[config.mk]
export PLATFORM = sky130hd
export DESIGN_NAME = sscl_command_legality
export DESIGN_NICKNAME = d
export VERILOG_FILES = /design/src/shared/sscl_pkg.sv /design/src/shared/sscl_cmd_if.sv /design/src/rtl/sscl_cmd_decode.sv /design/src/rtl/sscl_command_legality.sv
export SDC_FILE = /design/constraint.sdc
export NUM_CORES = 1
export LEC_CHECK = 0
export ABC_AREA = 0
export BUFFER_PORTS_ARGS = -buffer_cell sky130_fd_sc_hd__buf_2
export CAP_MARGIN = 20
export CORE_UTILIZATION = 60
export CTS_CLUSTER_DIAMETER = 200
export CTS_CLUSTER_SIZE = 14
export DETAILED_ROUTE_END_ITERATION = 16
export PLACE_DENSITY = 0.81
export SETUP_SLACK_MARGIN = 0.5
export SYNTH_ARGS = -nofsm -noshare
export SYNTH_HDL_FRONTEND = slang
export SYNTH_SLANG_ARGS = --single-unit
[constraint.sdc]
create_clock -name clk -period 3.79 [get_ports clk]
set_clock_uncertainty 0.05 [all_clocks]
set_input_delay 0.1895 -clock clk [delete_from_list [all_inputs] [get_ports clk]]
set_output_delay 0.1895 -clock clk [all_outputs]
set_load 0.005 [all_outputs]
[src/shared/sscl_pkg.sv]
package sscl_pkg;
  localparam int ADDR_W = 12;
  localparam int BANK_BIT = 11;
  localparam int AP_BIT = 10;
  localparam int ROW_W = 11;
  localparam int COL_W = 8;
  localparam int TIMER_W = 9;
  localparam int CLK_PERIOD_NS = 10;
  localparam int ROW_TO_COLUMN_DELAY_NS = 20;
  localparam int ROW_PRECHARGE_TIME_NS = 20;
  localparam int MIN_ROW_ACTIVE_TIME_NS = 42;
  localparam int BANK_TO_BANK_ACTIVATE_DELAY_NS = 14;
  localparam int MODE_SET_DELAY_NS = 20;
  localparam int DATA_IN_TO_AUTOPRECHARGE_DELAY_NS = 30;
  // Least times, so each count rounds up
  localparam logic [TIMER_W-1:0] RCD_CYC =
    TIMER_W'((ROW_TO_COLUMN_DELAY_NS + CLK_PERIOD_NS - 1) / CLK_PERIOD_NS);
  localparam logic [TIMER_W-1:0] RP_CYC =
    TIMER_W'((ROW_PRECHARGE_TIME_NS + CLK_PERIOD_NS - 1) / CLK_PERIOD_NS);
  localparam logic [TIMER_W-1:0] RAS_CYC =
    TIMER_W'((MIN_ROW_ACTIVE_TIME_NS + CLK_PERIOD_NS - 1) / CLK_PERIOD_NS);
  localparam logic [TIMER_W-1:0] RRD_CYC =
    TIMER_W'((BANK_TO_BANK_ACTIVATE_DELAY_NS + CLK_PERIOD_NS - 1) / CLK_PERIOD_NS);
  localparam logic [TIMER_W-1:0] MCD_CYC =
    TIMER_W'((MODE_SET_DELAY_NS + CLK_PERIOD_NS - 1) / CLK_PERIOD_NS);
  localparam logic [TIMER_W-1:0] DAL_CYC =
    TIMER_W'((DATA_IN_TO_AUTOPRECHARGE_DELAY_NS + CLK_PERIOD_NS - 1) / CLK_PERIOD_NS);
  localparam int BL_LSB = 0;
  localparam int BL_MSB = 2;
  localparam logic [2:0] BL_FULL_PAGE = 3'h7;
  localparam logic [TIMER_W-1:0] FULL_PAGE_LEN = 9'h100;
  localparam logic [ADDR_W-1:0] MODE_RESET = 12'h000;

  typedef enum logic [3:0] {
    deselect_cmd, nop_cmd, burst_stop_cmd, read_cmd, read_autoprecharge_cmd,
    write_cmd, write_autoprecharge_cmd, activate_cmd, precharge_cmd,
    precharge_all_cmd, refresh_cmd, mode_register_set_cmd
  } sscl_cmd_type;

  typedef enum logic [2:0] {
    bank_idle, bank_activating, bank_active, bank_read_burst_ap,
    bank_write_burst_ap, bank_write_recovery_ap, bank_precharging
  } sscl_bank_state_type;

  typedef enum logic [2:0] {
    dev_normal, dev_refreshing, dev_mode_setting, dev_power_down, dev_self_refresh
  } sscl_dev_state_type;
endpackage

[src/shared/sscl_cmd_if.sv]
`timescale 1ns/100ps
interface sscl_cmd_if;
  sscl_pkg::sscl_cmd_type cmd;
  logic bank;
  logic [sscl_pkg::COL_W-1:0] col;
  logic [sscl_pkg::ADDR_W-1:0] opcode;
  logic cke_now;
  logic cke_prev;
  modport decoder (output cmd, bank, col, opcode, cke_now, cke_prev);
  modport core (input cmd, bank, col, opcode, cke_now, cke_prev);
endinterface

[src/rtl/sscl_cmd_decode.sv]
`timescale 1ns/100ps
module sscl_cmd_decode
(
  input wire logic clk,
  input wire logic rst_n,
  input wire logic cs_n,
  input wire logic ras_n,
  input wire logic cas_n,
  input wire logic we_n,
  input wire logic cke,
  input wire logic [sscl_pkg::ADDR_W-1:0] addr,
  sscl_cmd_if.decoder cmd_if
);
  logic cs_n_q;
  logic ras_n_q;
  logic cas_n_q;
  logic we_n_q;
  logic cke_q;
  logic cke_qq;
  logic [sscl_pkg::ADDR_W-1:0] addr_q;

  // Pins share the controller clock, so one capture stage is enough
  always_ff @(posedge clk or negedge rst_n)
  begin
    if (!rst_n)
    begin
      cs_n_q <= 1'b1;
      ras_n_q <= 1'b1;
      cas_n_q <= 1'b1;
      we_n_q <= 1'b1;
      cke_q <= 1'b0;
      cke_qq <= 1'b0;
      addr_q <= '0;
    end
    else
    begin
      cs_n_q <= cs_n;
      ras_n_q <= ras_n;
      cas_n_q <= cas_n;
      we_n_q <= we_n;
      cke_q <= cke;
      cke_qq <= cke_q;
      addr_q <= addr;
    end
  end

  always_comb
  begin
    logic ap;
    ap = addr_q[sscl_pkg::AP_BIT];
    cmd_if.cmd = sscl_pkg::deselect_cmd;
    if (!cs_n_q)
    begin
      case ({ras_n_q, cas_n_q, we_n_q})
        3'h7: cmd_if.cmd = sscl_pkg::nop_cmd;
        3'h6: cmd_if.cmd = sscl_pkg::burst_stop_cmd;
        3'h5: cmd_if.cmd = ap ? sscl_pkg::read_autoprecharge_cmd : sscl_pkg::read_cmd;
        3'h4: cmd_if.cmd = ap ? sscl_pkg::write_autoprecharge_cmd : sscl_pkg::write_cmd;
        3'h3: cmd_if.cmd = sscl_pkg::activate_cmd;
        3'h2: cmd_if.cmd = ap ? sscl_pkg::precharge_all_cmd : sscl_pkg::precharge_cmd;
        3'h1: cmd_if.cmd = sscl_pkg::refresh_cmd;
        default: cmd_if.cmd = sscl_pkg::mode_register_set_cmd;
      endcase
    end
  end

  assign cmd_if.bank = addr_q[sscl_pkg::BANK_BIT];
  assign cmd_if.col = addr_q[sscl_pkg::COL_W-1:0];
  assign cmd_if.opcode = addr_q;
  assign cmd_if.cke_now = cke_q;
  assign cmd_if.cke_prev = cke_qq;
endmodule // sscl_cmd_decode

[src/rtl/sscl_command_legality.sv]
`timescale 1ns/100ps
module sscl_command_legality
(
  input wire logic clk,
  input wire logic rst_n,
  input wire logic cs_n,
  input wire logic ras_n,
  input wire logic cas_n,
  input wire logic we_n,
  input wire logic cke,
  input wire logic [sscl_pkg::ADDR_W-1:0] addr,
  output sscl_pkg::sscl_bank_state_type bank0_state,
  output sscl_pkg::sscl_bank_state_type bank1_state,
  output sscl_pkg::sscl_dev_state_type dev_state,
  output logic [sscl_pkg::ADDR_W-1:0] mode_reg,
  output logic [sscl_pkg::ROW_W-1:0] refresh_row,
  output logic illegal_cmd,
  output logic cmd_taken
);
  sscl_cmd_if cmd_if ();
  sscl_pkg::sscl_bank_state_type bank_state [2];
  logic [sscl_pkg::TIMER_W-1:0] bank_timer [2];
  logic [sscl_pkg::TIMER_W-1:0] ras_timer [2];
  logic [sscl_pkg::TIMER_W-1:0] dev_timer;
  logic [sscl_pkg::TIMER_W-1:0] rrd_timer;
  logic [sscl_pkg::TIMER_W-1:0] burst_len;
  logic both_idle;
  logic running;
  logic entering_low_power;
  logic legal;
  logic take;
  logic quiet_cmd;
  sscl_pkg::sscl_bank_state_type tgt_state;

  sscl_cmd_decode u_decode
  (
    .clk(clk),
    .rst_n(rst_n),
    .cs_n(cs_n),
    .ras_n(ras_n),
    .cas_n(cas_n),
    .we_n(we_n),
    .cke(cke),
    .addr(addr),
    .cmd_if(cmd_if)
  );

  always_comb
  begin
    case (mode_reg[sscl_pkg::BL_MSB:sscl_pkg::BL_LSB])
      3'h0: burst_len = 9'h001;
      3'h1: burst_len = 9'h002;
      3'h2: burst_len = 9'h004;
      3'h3: burst_len = 9'h008;
      default: burst_len = sscl_pkg::FULL_PAGE_LEN;
    endcase
  end

  assign both_idle = (bank_state[0] == sscl_pkg::bank_idle) &&
                     (bank_state[1] == sscl_pkg::bank_idle);
  // Low clock enable on the previous edge suspends the clock for this cycle
  assign running = (dev_state == sscl_pkg::dev_normal) && cmd_if.cke_prev;
  assign entering_low_power = running && !cmd_if.cke_now && both_idle;
  assign tgt_state = bank_state[cmd_if.bank];
  assign quiet_cmd = (cmd_if.cmd == sscl_pkg::deselect_cmd) ||
                     (cmd_if.cmd == sscl_pkg::nop_cmd) ||
                     (cmd_if.cmd == sscl_pkg::burst_stop_cmd);

  always_comb
  begin
    legal = 1'b1;
    case (cmd_if.cmd)
      sscl_pkg::burst_stop_cmd:
        legal = (mode_reg[sscl_pkg::BL_MSB:sscl_pkg::BL_LSB] == sscl_pkg::BL_FULL_PAGE);
      sscl_pkg::read_cmd, sscl_pkg::read_autoprecharge_cmd,
      sscl_pkg::write_cmd, sscl_pkg::write_autoprecharge_cmd:
        legal = (tgt_state == sscl_pkg::bank_active);
      sscl_pkg::activate_cmd:
        legal = (tgt_state == sscl_pkg::bank_idle) && (rrd_timer == '0);
      sscl_pkg::precharge_cmd:
        legal = (tgt_state == sscl_pkg::bank_idle) ||
                ((tgt_state == sscl_pkg::bank_active) && (ras_timer[cmd_if.bank] == '0));
      sscl_pkg::precharge_all_cmd:
        legal = ((bank_state[0] == sscl_pkg::bank_idle) ||
                 ((bank_state[0] == sscl_pkg::bank_active) && (ras_timer[0] == '0))) &&
                ((bank_state[1] == sscl_pkg::bank_idle) ||
                 ((bank_state[1] == sscl_pkg::bank_active) && (ras_timer[1] == '0)));
      sscl_pkg::refresh_cmd, sscl_pkg::mode_register_set_cmd:
        legal = both_idle;
      default:
        legal = 1'b1;
    endcase
  end

  assign take = running && !entering_low_power && legal && !quiet_cmd;

  always_ff @(posedge clk or negedge rst_n)
  begin
    if (!rst_n)
    begin
      illegal_cmd <= 1'b0;
      cmd_taken <= 1'b0;
    end
    else
    begin
      cmd_taken <= take;
      // Power-down and self-refresh flag nothing: the pins are ignored there
      if (running && !entering_low_power)
        illegal_cmd <= !legal;
      else if ((dev_state == sscl_pkg::dev_refreshing) ||
               (dev_state == sscl_pkg::dev_mode_setting))
        illegal_cmd <= !quiet_cmd;
      else
        illegal_cmd <= 1'b0;
    end
  end

  always_ff @(posedge clk or negedge rst_n)
  begin
    if (!rst_n)
    begin
      dev_state <= sscl_pkg::dev_normal;
      dev_timer <= '0;
    end
    else
    begin
      case (dev_state)
        sscl_pkg::dev_normal:
        begin
          if (entering_low_power)
            dev_state <= (cmd_if.cmd == sscl_pkg::refresh_cmd) ?
                         sscl_pkg::dev_self_refresh : sscl_pkg::dev_power_down;
          else if (take && (cmd_if.cmd == sscl_pkg::refresh_cmd))
          begin
            dev_state <= sscl_pkg::dev_refreshing;
            dev_timer <= sscl_pkg::RP_CYC;
          end
          else if (take && (cmd_if.cmd == sscl_pkg::mode_register_set_cmd))
          begin
            dev_state <= sscl_pkg::dev_mode_setting;
            dev_timer <= sscl_pkg::MCD_CYC;
          end
        end
        sscl_pkg::dev_refreshing, sscl_pkg::dev_mode_setting:
        begin
          if (dev_timer <= 9'h001)
            dev_state <= sscl_pkg::dev_normal;
          else
            dev_timer <= dev_timer - 9'h001;
        end
        sscl_pkg::dev_power_down, sscl_pkg::dev_self_refresh:
        begin
          if (!cmd_if.cke_prev && cmd_if.cke_now)
            dev_state <= sscl_pkg::dev_normal;
        end
        default:
          dev_state <= sscl_pkg::dev_normal;
      endcase
    end
  end

  always_ff @(posedge clk or negedge rst_n)
  begin
    if (!rst_n)
      mode_reg <= sscl_pkg::MODE_RESET;
    else if (take && (cmd_if.cmd == sscl_pkg::mode_register_set_cmd))
      mode_reg <= cmd_if.opcode;
  end

  // The row counter advances on its own; address pins never reach it
  always_ff @(posedge clk or negedge rst_n)
  begin
    if (!rst_n)
      refresh_row <= '0;
    else if (take && (cmd_if.cmd == sscl_pkg::refresh_cmd))
      refresh_row <= refresh_row + 11'h001;
  end

  always_ff @(posedge clk or negedge rst_n)
  begin
    if (!rst_n)
      rrd_timer <= '0;
    else if (take && (cmd_if.cmd == sscl_pkg::activate_cmd))
      rrd_timer <= sscl_pkg::RRD_CYC - 9'h001;
    else if (rrd_timer != '0)
      rrd_timer <= rrd_timer - 9'h001;
  end

  for (genvar b = 0; b < 2; b++)
  begin : g_bank
    logic hit;
    assign hit = take && ((cmd_if.bank == 1'(b)) ||
                          (cmd_if.cmd == sscl_pkg::precharge_all_cmd));

    always_ff @(posedge clk or negedge rst_n)
    begin
      if (!rst_n)
        ras_timer[b] <= '0;
      else if (hit && (cmd_if.cmd == sscl_pkg::activate_cmd))
        ras_timer[b] <= sscl_pkg::RAS_CYC - 9'h001;
      else if (ras_timer[b] != '0)
        ras_timer[b] <= ras_timer[b] - 9'h001;
    end

    always_ff @(posedge clk or negedge rst_n)
    begin
      if (!rst_n)
      begin
        bank_state[b] <= sscl_pkg::bank_idle;
        bank_timer[b] <= '0;
      end
      else if (running)
      begin
        case (bank_state[b])
          sscl_pkg::bank_idle:
          begin
            if (hit && (cmd_if.cmd == sscl_pkg::activate_cmd))
            begin
              bank_state[b] <= sscl_pkg::bank_activating;
              bank_timer[b] <= sscl_pkg::RCD_CYC;
            end
          end
          sscl_pkg::bank_activating:
          begin
            if (bank_timer[b] <= 9'h001)
              bank_state[b] <= sscl_pkg::bank_active;
            else
              bank_timer[b] <= bank_timer[b] - 9'h001;
          end
          sscl_pkg::bank_active:
          begin
            if (hit && (cmd_if.cmd == sscl_pkg::read_autoprecharge_cmd))
            begin
              bank_state[b] <= sscl_pkg::bank_read_burst_ap;
              bank_timer[b] <= burst_len;
            end
            else if (hit && (cmd_if.cmd == sscl_pkg::write_autoprecharge_cmd))
            begin
              bank_state[b] <= sscl_pkg::bank_write_burst_ap;
              bank_timer[b] <= burst_len;
            end
            else if (hit && ((cmd_if.cmd == sscl_pkg::precharge_cmd) ||
                             (cmd_if.cmd == sscl_pkg::precharge_all_cmd)))
            begin
              bank_state[b] <= sscl_pkg::bank_precharging;
              bank_timer[b] <= sscl_pkg::RP_CYC;
            end
          end
          sscl_pkg::bank_read_burst_ap:
          begin
            if (bank_timer[b] <= 9'h001)
            begin
              bank_state[b] <= sscl_pkg::bank_precharging;
              bank_timer[b] <= sscl_pkg::RP_CYC;
            end
            else
              bank_timer[b] <= bank_timer[b] - 9'h001;
          end
          sscl_pkg::bank_write_burst_ap:
          begin
            if (bank_timer[b] <= 9'h001)
            begin
              bank_state[b] <= sscl_pkg::bank_write_recovery_ap;
              bank_timer[b] <= sscl_pkg::DAL_CYC;
            end
            else
              bank_timer[b] <= bank_timer[b] - 9'h001;
          end
          sscl_pkg::bank_write_recovery_ap, sscl_pkg::bank_precharging:
          begin
            if (bank_timer[b] <= 9'h001)
              bank_state[b] <= sscl_pkg::bank_idle;
            else
              bank_timer[b] <= bank_timer[b] - 9'h001;
          end
          default:
            bank_state[b] <= sscl_pkg::bank_idle;
        endcase
      end
    end
  end

  assign bank0_state = bank_state[0];
  assign bank1_state = bank_state[1];
endmodule // sscl_command_legality

==> results of run 1 <==
## power breakdown
part	switching [uW]	internal, uW
Combinational	893	725
Clock	409	315
Sequential	396	1460
Total	1700	2500
## per-layer routing
layer	part of all wire, %	GRT usage, %	vias to the layer above
met5	0	0	-
met4	2.0	11.25	0
met3	4.8	6.170	26
met2	49	48.54	152
met1	44	37.08	2242
li1	-	-	2189
## synth_stat cells, types with 2 or more instances
library cell  number
a211o_1            2
a21oi_1           24
a211oi_1           4
maj3_1             2
nor3b_1            3
mux2i_1            3
clkbuf_1          10
or2_2              2
nor2b_1            7
nand4_1            2
buf_2              8
nand2b_1           4
xnor2_1           23
nor3_1            22
o21ai_0           33
o21bai_1           2
a2111oi_0          2
nor3_2             2
and2_1             3
buf_6              2
o22ai_1            3
inv_1             29
a31oi_1            9
nand3_1           12
o41ai_1            3
a211oi_2           2
mux2_2            15
dfrtp_1          102
a2111oi_2          2
nor4bb_1           2
nor2_1            68
o31ai_1           18
dfstp_2            4
o41a_1             2
o2111ai_1          3
buf_4              2
xor2_1            11
a21boi_0           3
nor4_1            11
ha_1              12
or3_1             13
or4_1              7
nand2_1           37
a41o_1             3
## layout by cell type, fill, tap and decap left out, types with 22 or more instances in the layout
cell / n
dfrtp_1: 101
nor2_1: 68
buf_2: 51
nand2_1: 37
o21ai_0: 33
inv_1: 29
a21oi_1: 24
xnor2_1: 23
nor3_1: 22
## stage by stage
step,util [%],hold WS [ns]
CTS,71.14,0.2215
floorplan,-,-0.1561
global placement,66.83,0.08557
detailed placement,66.83,0.09041
global route,71.29,0.2501
finish,71.29,0.2278
## what timing repair did
item	in CTS	in global routing
hold endpoints to repair	46	0
setup buffers	0	0
gates resized for setup	0	3
hold buffers	18	0
setup endpoints to repair	0	13
## logic make-up after synthesis
kind of cell / Yosys count
AND/OR/NAND/NOR: 211
AO/OA/AOI/OAI: 132
flip-flops: 106
buffers and inverters: 52
XOR/XNOR: 34
multiplexers: 19
adder cells (fa/ha/maj): 14
## final cells by class
cell class              instances  area [um^2]
multi-input cells             410         2731
flip-flops and latches        106         2659
fillers                       639         2552
repair buffers                 77        495.5
well taps                     108        135.1
clock buffers                  10        127.6
inverters                      30        115.1
clock inverters                 6        75.07
## worst reg2reg max path: stages, from the launching register on
cell	delay, ns
dfrtp_1	0.39
inv_1	0.11
ha_1	0.20
or4b_2	0.66
nor2b_1	0.28
a32o_2	0.21
o31ai_4	0.14
inv_4	0.11
nand2_1	0.31
nor3_1	0.42
xor2_1	0.18
## final timing paths
check / start / depth (start not counted) / slack (ns) / to
max in group asynchronous: rst_n / 3 / 2.54 / bank1_state[0]
worst min-delay path: rst_n / 2 / 0.23 / ras_timer[13]
worst max register to register: rrd_timer[0] / 10 / 0.67 / refresh_row[5]
worst max-delay path: rrd_timer[0] / 10 / 0.67 / refresh_row[5]
worst min register to register: u_decode.cmd_if.cke_now / 0 / 0.40 / u_decode.cmd_if.cke_prev
min in group clk: u_decode.cmd_if.cke_now / 0 / 0.40 / u_decode.cmd_if.cke_prev
==> impl_metrics.ini, run 1 <==
[timing]
rsz0062_at_grt = true
slew_headroom_pct = 50.37
setup_viol = 0
hold_viol = 0
tns_ns = 0
finalCriticalPeriod_ns = 3.124
clock.fmax_mhz = 320.1
timing.final.crit_share_pct = 82.42
report.final.slew_viol_count = 0
worst_pin_slew_ns = 0.7257
setup_slack_ns = 0.6662

[cts]
clk_pin_slew_ns = 0.10
htreeDepth = 3
cts-root-buf = clkbuf_8
clk_latency_ns = 0.39
clockBufferDepth = 2
cts.sinks = 106
cts_buffers = 9
cts_tree = done

[outcome]
status = finished clean

[power]
p_leak_uw = 0.002806
p_per_area_nw_per_um2 = 661.6
vdd_ir_drop_max_uv = 387.4
p_total_uw = 4194

[logic_synthesis]
netlist.area_leader.share_pct = 45.53
synth.top_cells.by_area = dfrtp_1 46%, nor2_1 4.6%, xnor2_1 3.6%
netlist_area_um2 = 5607
synth_top_flop_cell = dfrtp_1
synth_top_family_by_area = simple AND/OR/NAND/NOR gates
synth_simple_gate_area_share_pct = 19.66
synth-seq-area-share_pct = 47.40
synth_top_cell_by_area = dfrtp_1
ys_types = 79
synthAdderAreaFrac_pct = 3.035
synthArstFlopShare_pct = 100.0
synth_nets = 599
synthMuxAreaShare_pct = 3.816
synthXorXnorAreaFrac_pct = 5.311
synth.avg_cell_area_um2 = 9.871
yosys_warnings = 0
ys_ff_latch = 106
synth_edf_count = 0
synth_cells = 568
synth_compound_area_share_pct = 16.67

[routing]
drt_iter0_drc = 355
drc = 0
ant_nets = 0
dr.pass1.iters = 5
num_vias = 4609
routed_via_density = 6.170
post_drt_wl_per_cell_um = 17.58
wirelength_um = 13130

[global_routing]
antenna_found_initial = 0
grt_pass1_wl_um = 22000
grt_max_degree = 44
track_usage_pct = 28.97
grt_pass1_vias = 4531
grt-ovfl-total = 0

[placement]
gp_congestion = 0.9044
dp_cells = 713
dpl_worst_slack_ns = 0.6838
dp_hpwl_um = 8774
numPortBuffers = 52
dpl_cell_area_um2 = 5942

[cells_and_area]
area_growth_pct = 13.06
instances_no_fill = 747
antenna_cells = 0
drive_gt1_share_pct = 18.94
final_area_um2 = 6339
finalNetCount = 665
largestRegisters = bank_timer (18), ras_timer (18)

[floorplan]
die_h_um = 98.67
coreArea_um2 = 8891
pin_count = 53
initial_core_util_pct = 63.06
fp.dieW_um = 98.67
fp-row-count = 34
die_area_um2 = 9735

[run]
cap_viol_max_count = 0

[setup_path]
slowest_delay_ns = 0.66
crit_chain = inv_1 -> ha_1 -> or4b_2 -> nor2b_1 -> a32o_2 -> o31ai_4 -> inv_4 -> nand2_1 -> nor3_1 -> xor2_1
startpoint_type = flip-flop
path_max_fanout = 12
crit_required_ns = 4.05
crit_buf_inv = 2
crit_arrival_ns = 3.38
slowest_stage = or4b_2
end_kind = flip-flop
cp_top_family = simple AND/OR/NAND/NOR gates
crit_type = reg -> reg

[min_path]
hp-class = in -> async
Note: power is estimated with default switching activity, not from simulation.
==> run 2, diff against run 1 <==
--- a/config.mk
+++ b/config.mk
@@ -5,14 +5,14 @@
 export SDC_FILE = /design/constraint.sdc
 export NUM_CORES = 1
 export LEC_CHECK = 0
-export ABC_AREA = 0
+export ABC_AREA = 1
 export BUFFER_PORTS_ARGS = -buffer_cell sky130_fd_sc_hd__buf_2
 export CAP_MARGIN = 20
 export CORE_UTILIZATION = 60
 export CTS_CLUSTER_DIAMETER = 200
 export CTS_CLUSTER_SIZE = 14
 export DETAILED_ROUTE_END_ITERATION = 16
-export PLACE_DENSITY = 0.81
+export PLACE_DENSITY = 0.8
 export SETUP_SLACK_MARGIN = 0.5
 export SYNTH_ARGS = -nofsm -noshare
 export SYNTH_HDL_FRONTEND = slang
==> constraint.sdc (replaced) <==
create_clock -name clk -period 2.9 [get_ports clk]
set_clock_uncertainty 0.05 [all_clocks]
set_input_delay 0.145 -clock clk [delete_from_list [all_inputs] [get_ports clk]]
set_output_delay 0.145 -clock clk [all_outputs]
set_load 0.005 [all_outputs]
==> impl_metrics.ini, run 2 <==
[cells_and_area]
final_cell_mix = 167 x nand2_1, 100 x dfrtp_1, 74 x inv_1
final_common_cell = nand2_1
final_area_um2 = 7477
area_growth_pct = 25.07
drive_gt1_share_pct = 28.16
antenna_cells = 0
finalNetCount = 889
instances_no_fill = 996
largestRegisters = bank_timer (18), ras_timer (18)

[setup_path]
reg2reg_from = u_decode.cas_n_q
crit_required_ns = 3.14
critical_path.startpoint = u_decode.cas_n_q
crit_type = reg -> reg
endpoint = bank_timer[1]
rr_worst_depth = 16
startpoint_type = flip-flop
rr_endpoint = bank_timer[1]
r2r_slack_ns = 0.28
path_max_fanout = 5
crit_arrival_ns = 2.87
end_kind = flip-flop

[logic_synthesis]
synth.top_cells.by_count = 189 x nand2_1, 102 x dfrtp_1, 87 x inv_1, 85 x nor2_1, 32 x nand3_1
synth_edf_count = 0
synth.avg_cell_area_um2 = 8.167
ys_types = 47
synth_top_cell_by_area = dfrtp_1
synth_nets = 763
synth.top_cells.by_area = dfrtp_1 43%, nand2_1 12%, inv_1 5.5%
synth_top_flop_cell = dfrtp_1
yosys_warnings = 0
netlist_area_um2 = 5978
synthArstFlopShare_pct = 100.0
synth.most_common_cell = nand2_1
netlist.area_leader.share_pct = 42.70
synth_cells = 732
ys_ff_latch = 106
synth-seq-area-share_pct = 44.45

[outcome]
status = finished clean

[power]
switching_share_pct = 46.56
power_frac_seq_pct = 33.3
clockPowerShare_pct = 12.2
power_frac_comb_pct = 54.5
internal_power_uw = 3790
p_leak_uw = 0.003711
p_per_area_nw_per_um2 = 948.4
vdd_ir_drop_max_uv = 684.3
p_sw_uw = 3301

[floorplan]
die_area_um2 = 10370
pin_count = 53
fp.dieW_um = 101.8
coreArea_um2 = 9729
fp-row-count = 36
die_h_um = 101.8
initial_core_util_pct = 61.45

[placement]
dp_hpwl_um = 9299
numPortBuffers = 52
gp_congestion = 0.8854
dp_cells = 921
dpl_cell_area_um2 = 6455
dpl_worst_slack_ns = 0.2239

[cts]
clockBufferDepth = 2
cts_buffers = 9
cts-root-buf = clkbuf_8
clk_pin_slew_ns = 0.10
clk_latency_ns = 0.40
htreeDepth = 3
cts_tree = done
cts.sinks = 106

[timing]
slew_headroom_pct = 49.94
clock.fmax_mhz = 381.2
report.final.slew_viol_count = 0
setup_slack_ns = 0.2765
timing.final.crit_share_pct = 90.47
rsz0062_at_grt = true
hold_viol = 0
setup_viol = 0
finalCriticalPeriod_ns = 2.624
tns_ns = 0
worst_pin_slew_ns = 0.7509

[routing]
num_vias = 5427
dr.pass1.iters = 5
post_drt_wl_per_cell_um = 14.52
drc = 0
wirelength_um = 14460
ant_nets = 0
drt_iter0_drc = 349
routed_via_density = 5.449

[min_path]
hp-class = in -> async

[global_routing]
grt-ovfl-total = 0
antenna_found_initial = 0
grt_pass1_vias = 5031
grt_max_degree = 57
track_usage_pct = 28.49
grt_pass1_wl_um = 22910

[run]
cap_viol_max_count = 0
-- run 2: cell count changes after synthesis, sizes merged, moves of 10 or more --
cell	change
a31oi	-10
o31ai	-14
nor4	-10
nand3	+27
nor2	+29
inv	+65
or3	-12
nand2	+156
nand4	+21
xor2	+18
xnor2	-10
buf	-10
clkbuf	-10
-- run 2: area by class of cell --
class / count / area [um^2]
flip-flops and latches: 106 / 2660
repair buffers: 113 / 822.0
clock buffers: 10 / 127.6
multi-input cells: 533 / 3291
inverters: 95 / 361.6
clock inverters: 6 / 48.80
fillers: 681 / 2252
well taps: 133 / 166.4
-- run 2: how the worst min path moves through the flow --
stage | startpoint | end | cells after the start
floorplan | rst_n | bank0_state[0] | 0
global placement | rst_n | ras_timer[6] | 1
detailed placement | rst_n | rrd_timer[6] | 1
CTS | rst_n | ras_timer[4] | 2
global route | addr[4] | u_decode.cmd_if.opcode[4] | 2
finish | rst_n | ras_timer[7] | 2
-- run 2: per-layer routing --
layer	GRT usage (%)	vias up	routed length [um]
met5	0	-	0
met4	11.32	0	469
met3	6.361	53	675
met2	46.83	159	7199
met1	36.85	2573	6115
li1	-	2642	-
-- run 2: cells by family (layout without fill, tap and decap cells) --
kind of cell,Yosys count,count (layout),share of synthesized area [%]
adders and majority gates,12,12,2.511
buffers and inverters,97,224,6.132
and+or+nand+nor,386,390,30.49
DFF,106,106,44.45
muxes,10,10,1.884
xor gates and xnor gates,42,42,6.153
AOI/OAI and AO/OA,79,79,8.372
-- run 2: power groups by stage --
stage / clock (uW) / combinational, uW / sequential, uW
detailed placement: 0 / 3120 / 2340
CTS: 884 / 3560 / 2320
finish: 865 / 3860 / 2360
global route: 931 / 4330 / 2420
floorplan: 0 / 2430 / 2260
global placement: 0 / 2980 / 2330
-- run 2: timing repair --
item	4_1_cts	5_1_grt
resized for setup	46	51
cloned	3	2
hold buffers	18	0
endpoints found under the hold margin	68	0
pin swaps	29	34
setup buffers	18	18
setup endpoints to repair	67	71
-- run 2: metrics by stage --
stage	total power [uW]	hold WS, ns	utilization (%)
floorplan	4692	-0.2006	-
global placement	5309	0.1880	66.35
detailed placement	5460	0.1928	66.35
CTS	6764	0.3127	73.50
global route	7680	0.3108	76.85
finish	7091	0.2829	76.85
-- run 2: critical path: stages, from the launching register on --
cell and delay (ns):
dfstp_2 0.59, inv_4 0.06, nand2_4 0.06, nand2_1 0.05, nand2_1 0.05, nand2_1 0.07
nand2_2 0.13, nand2_4 0.08, nor2_1 0.16, inv_1 0.10, nand2_2 0.18, nand4_4 0.20
o21ai_4 0.25, buf_6 0.16, nand4_4 0.15, nand2_2 0.12, nand2_1 0.05
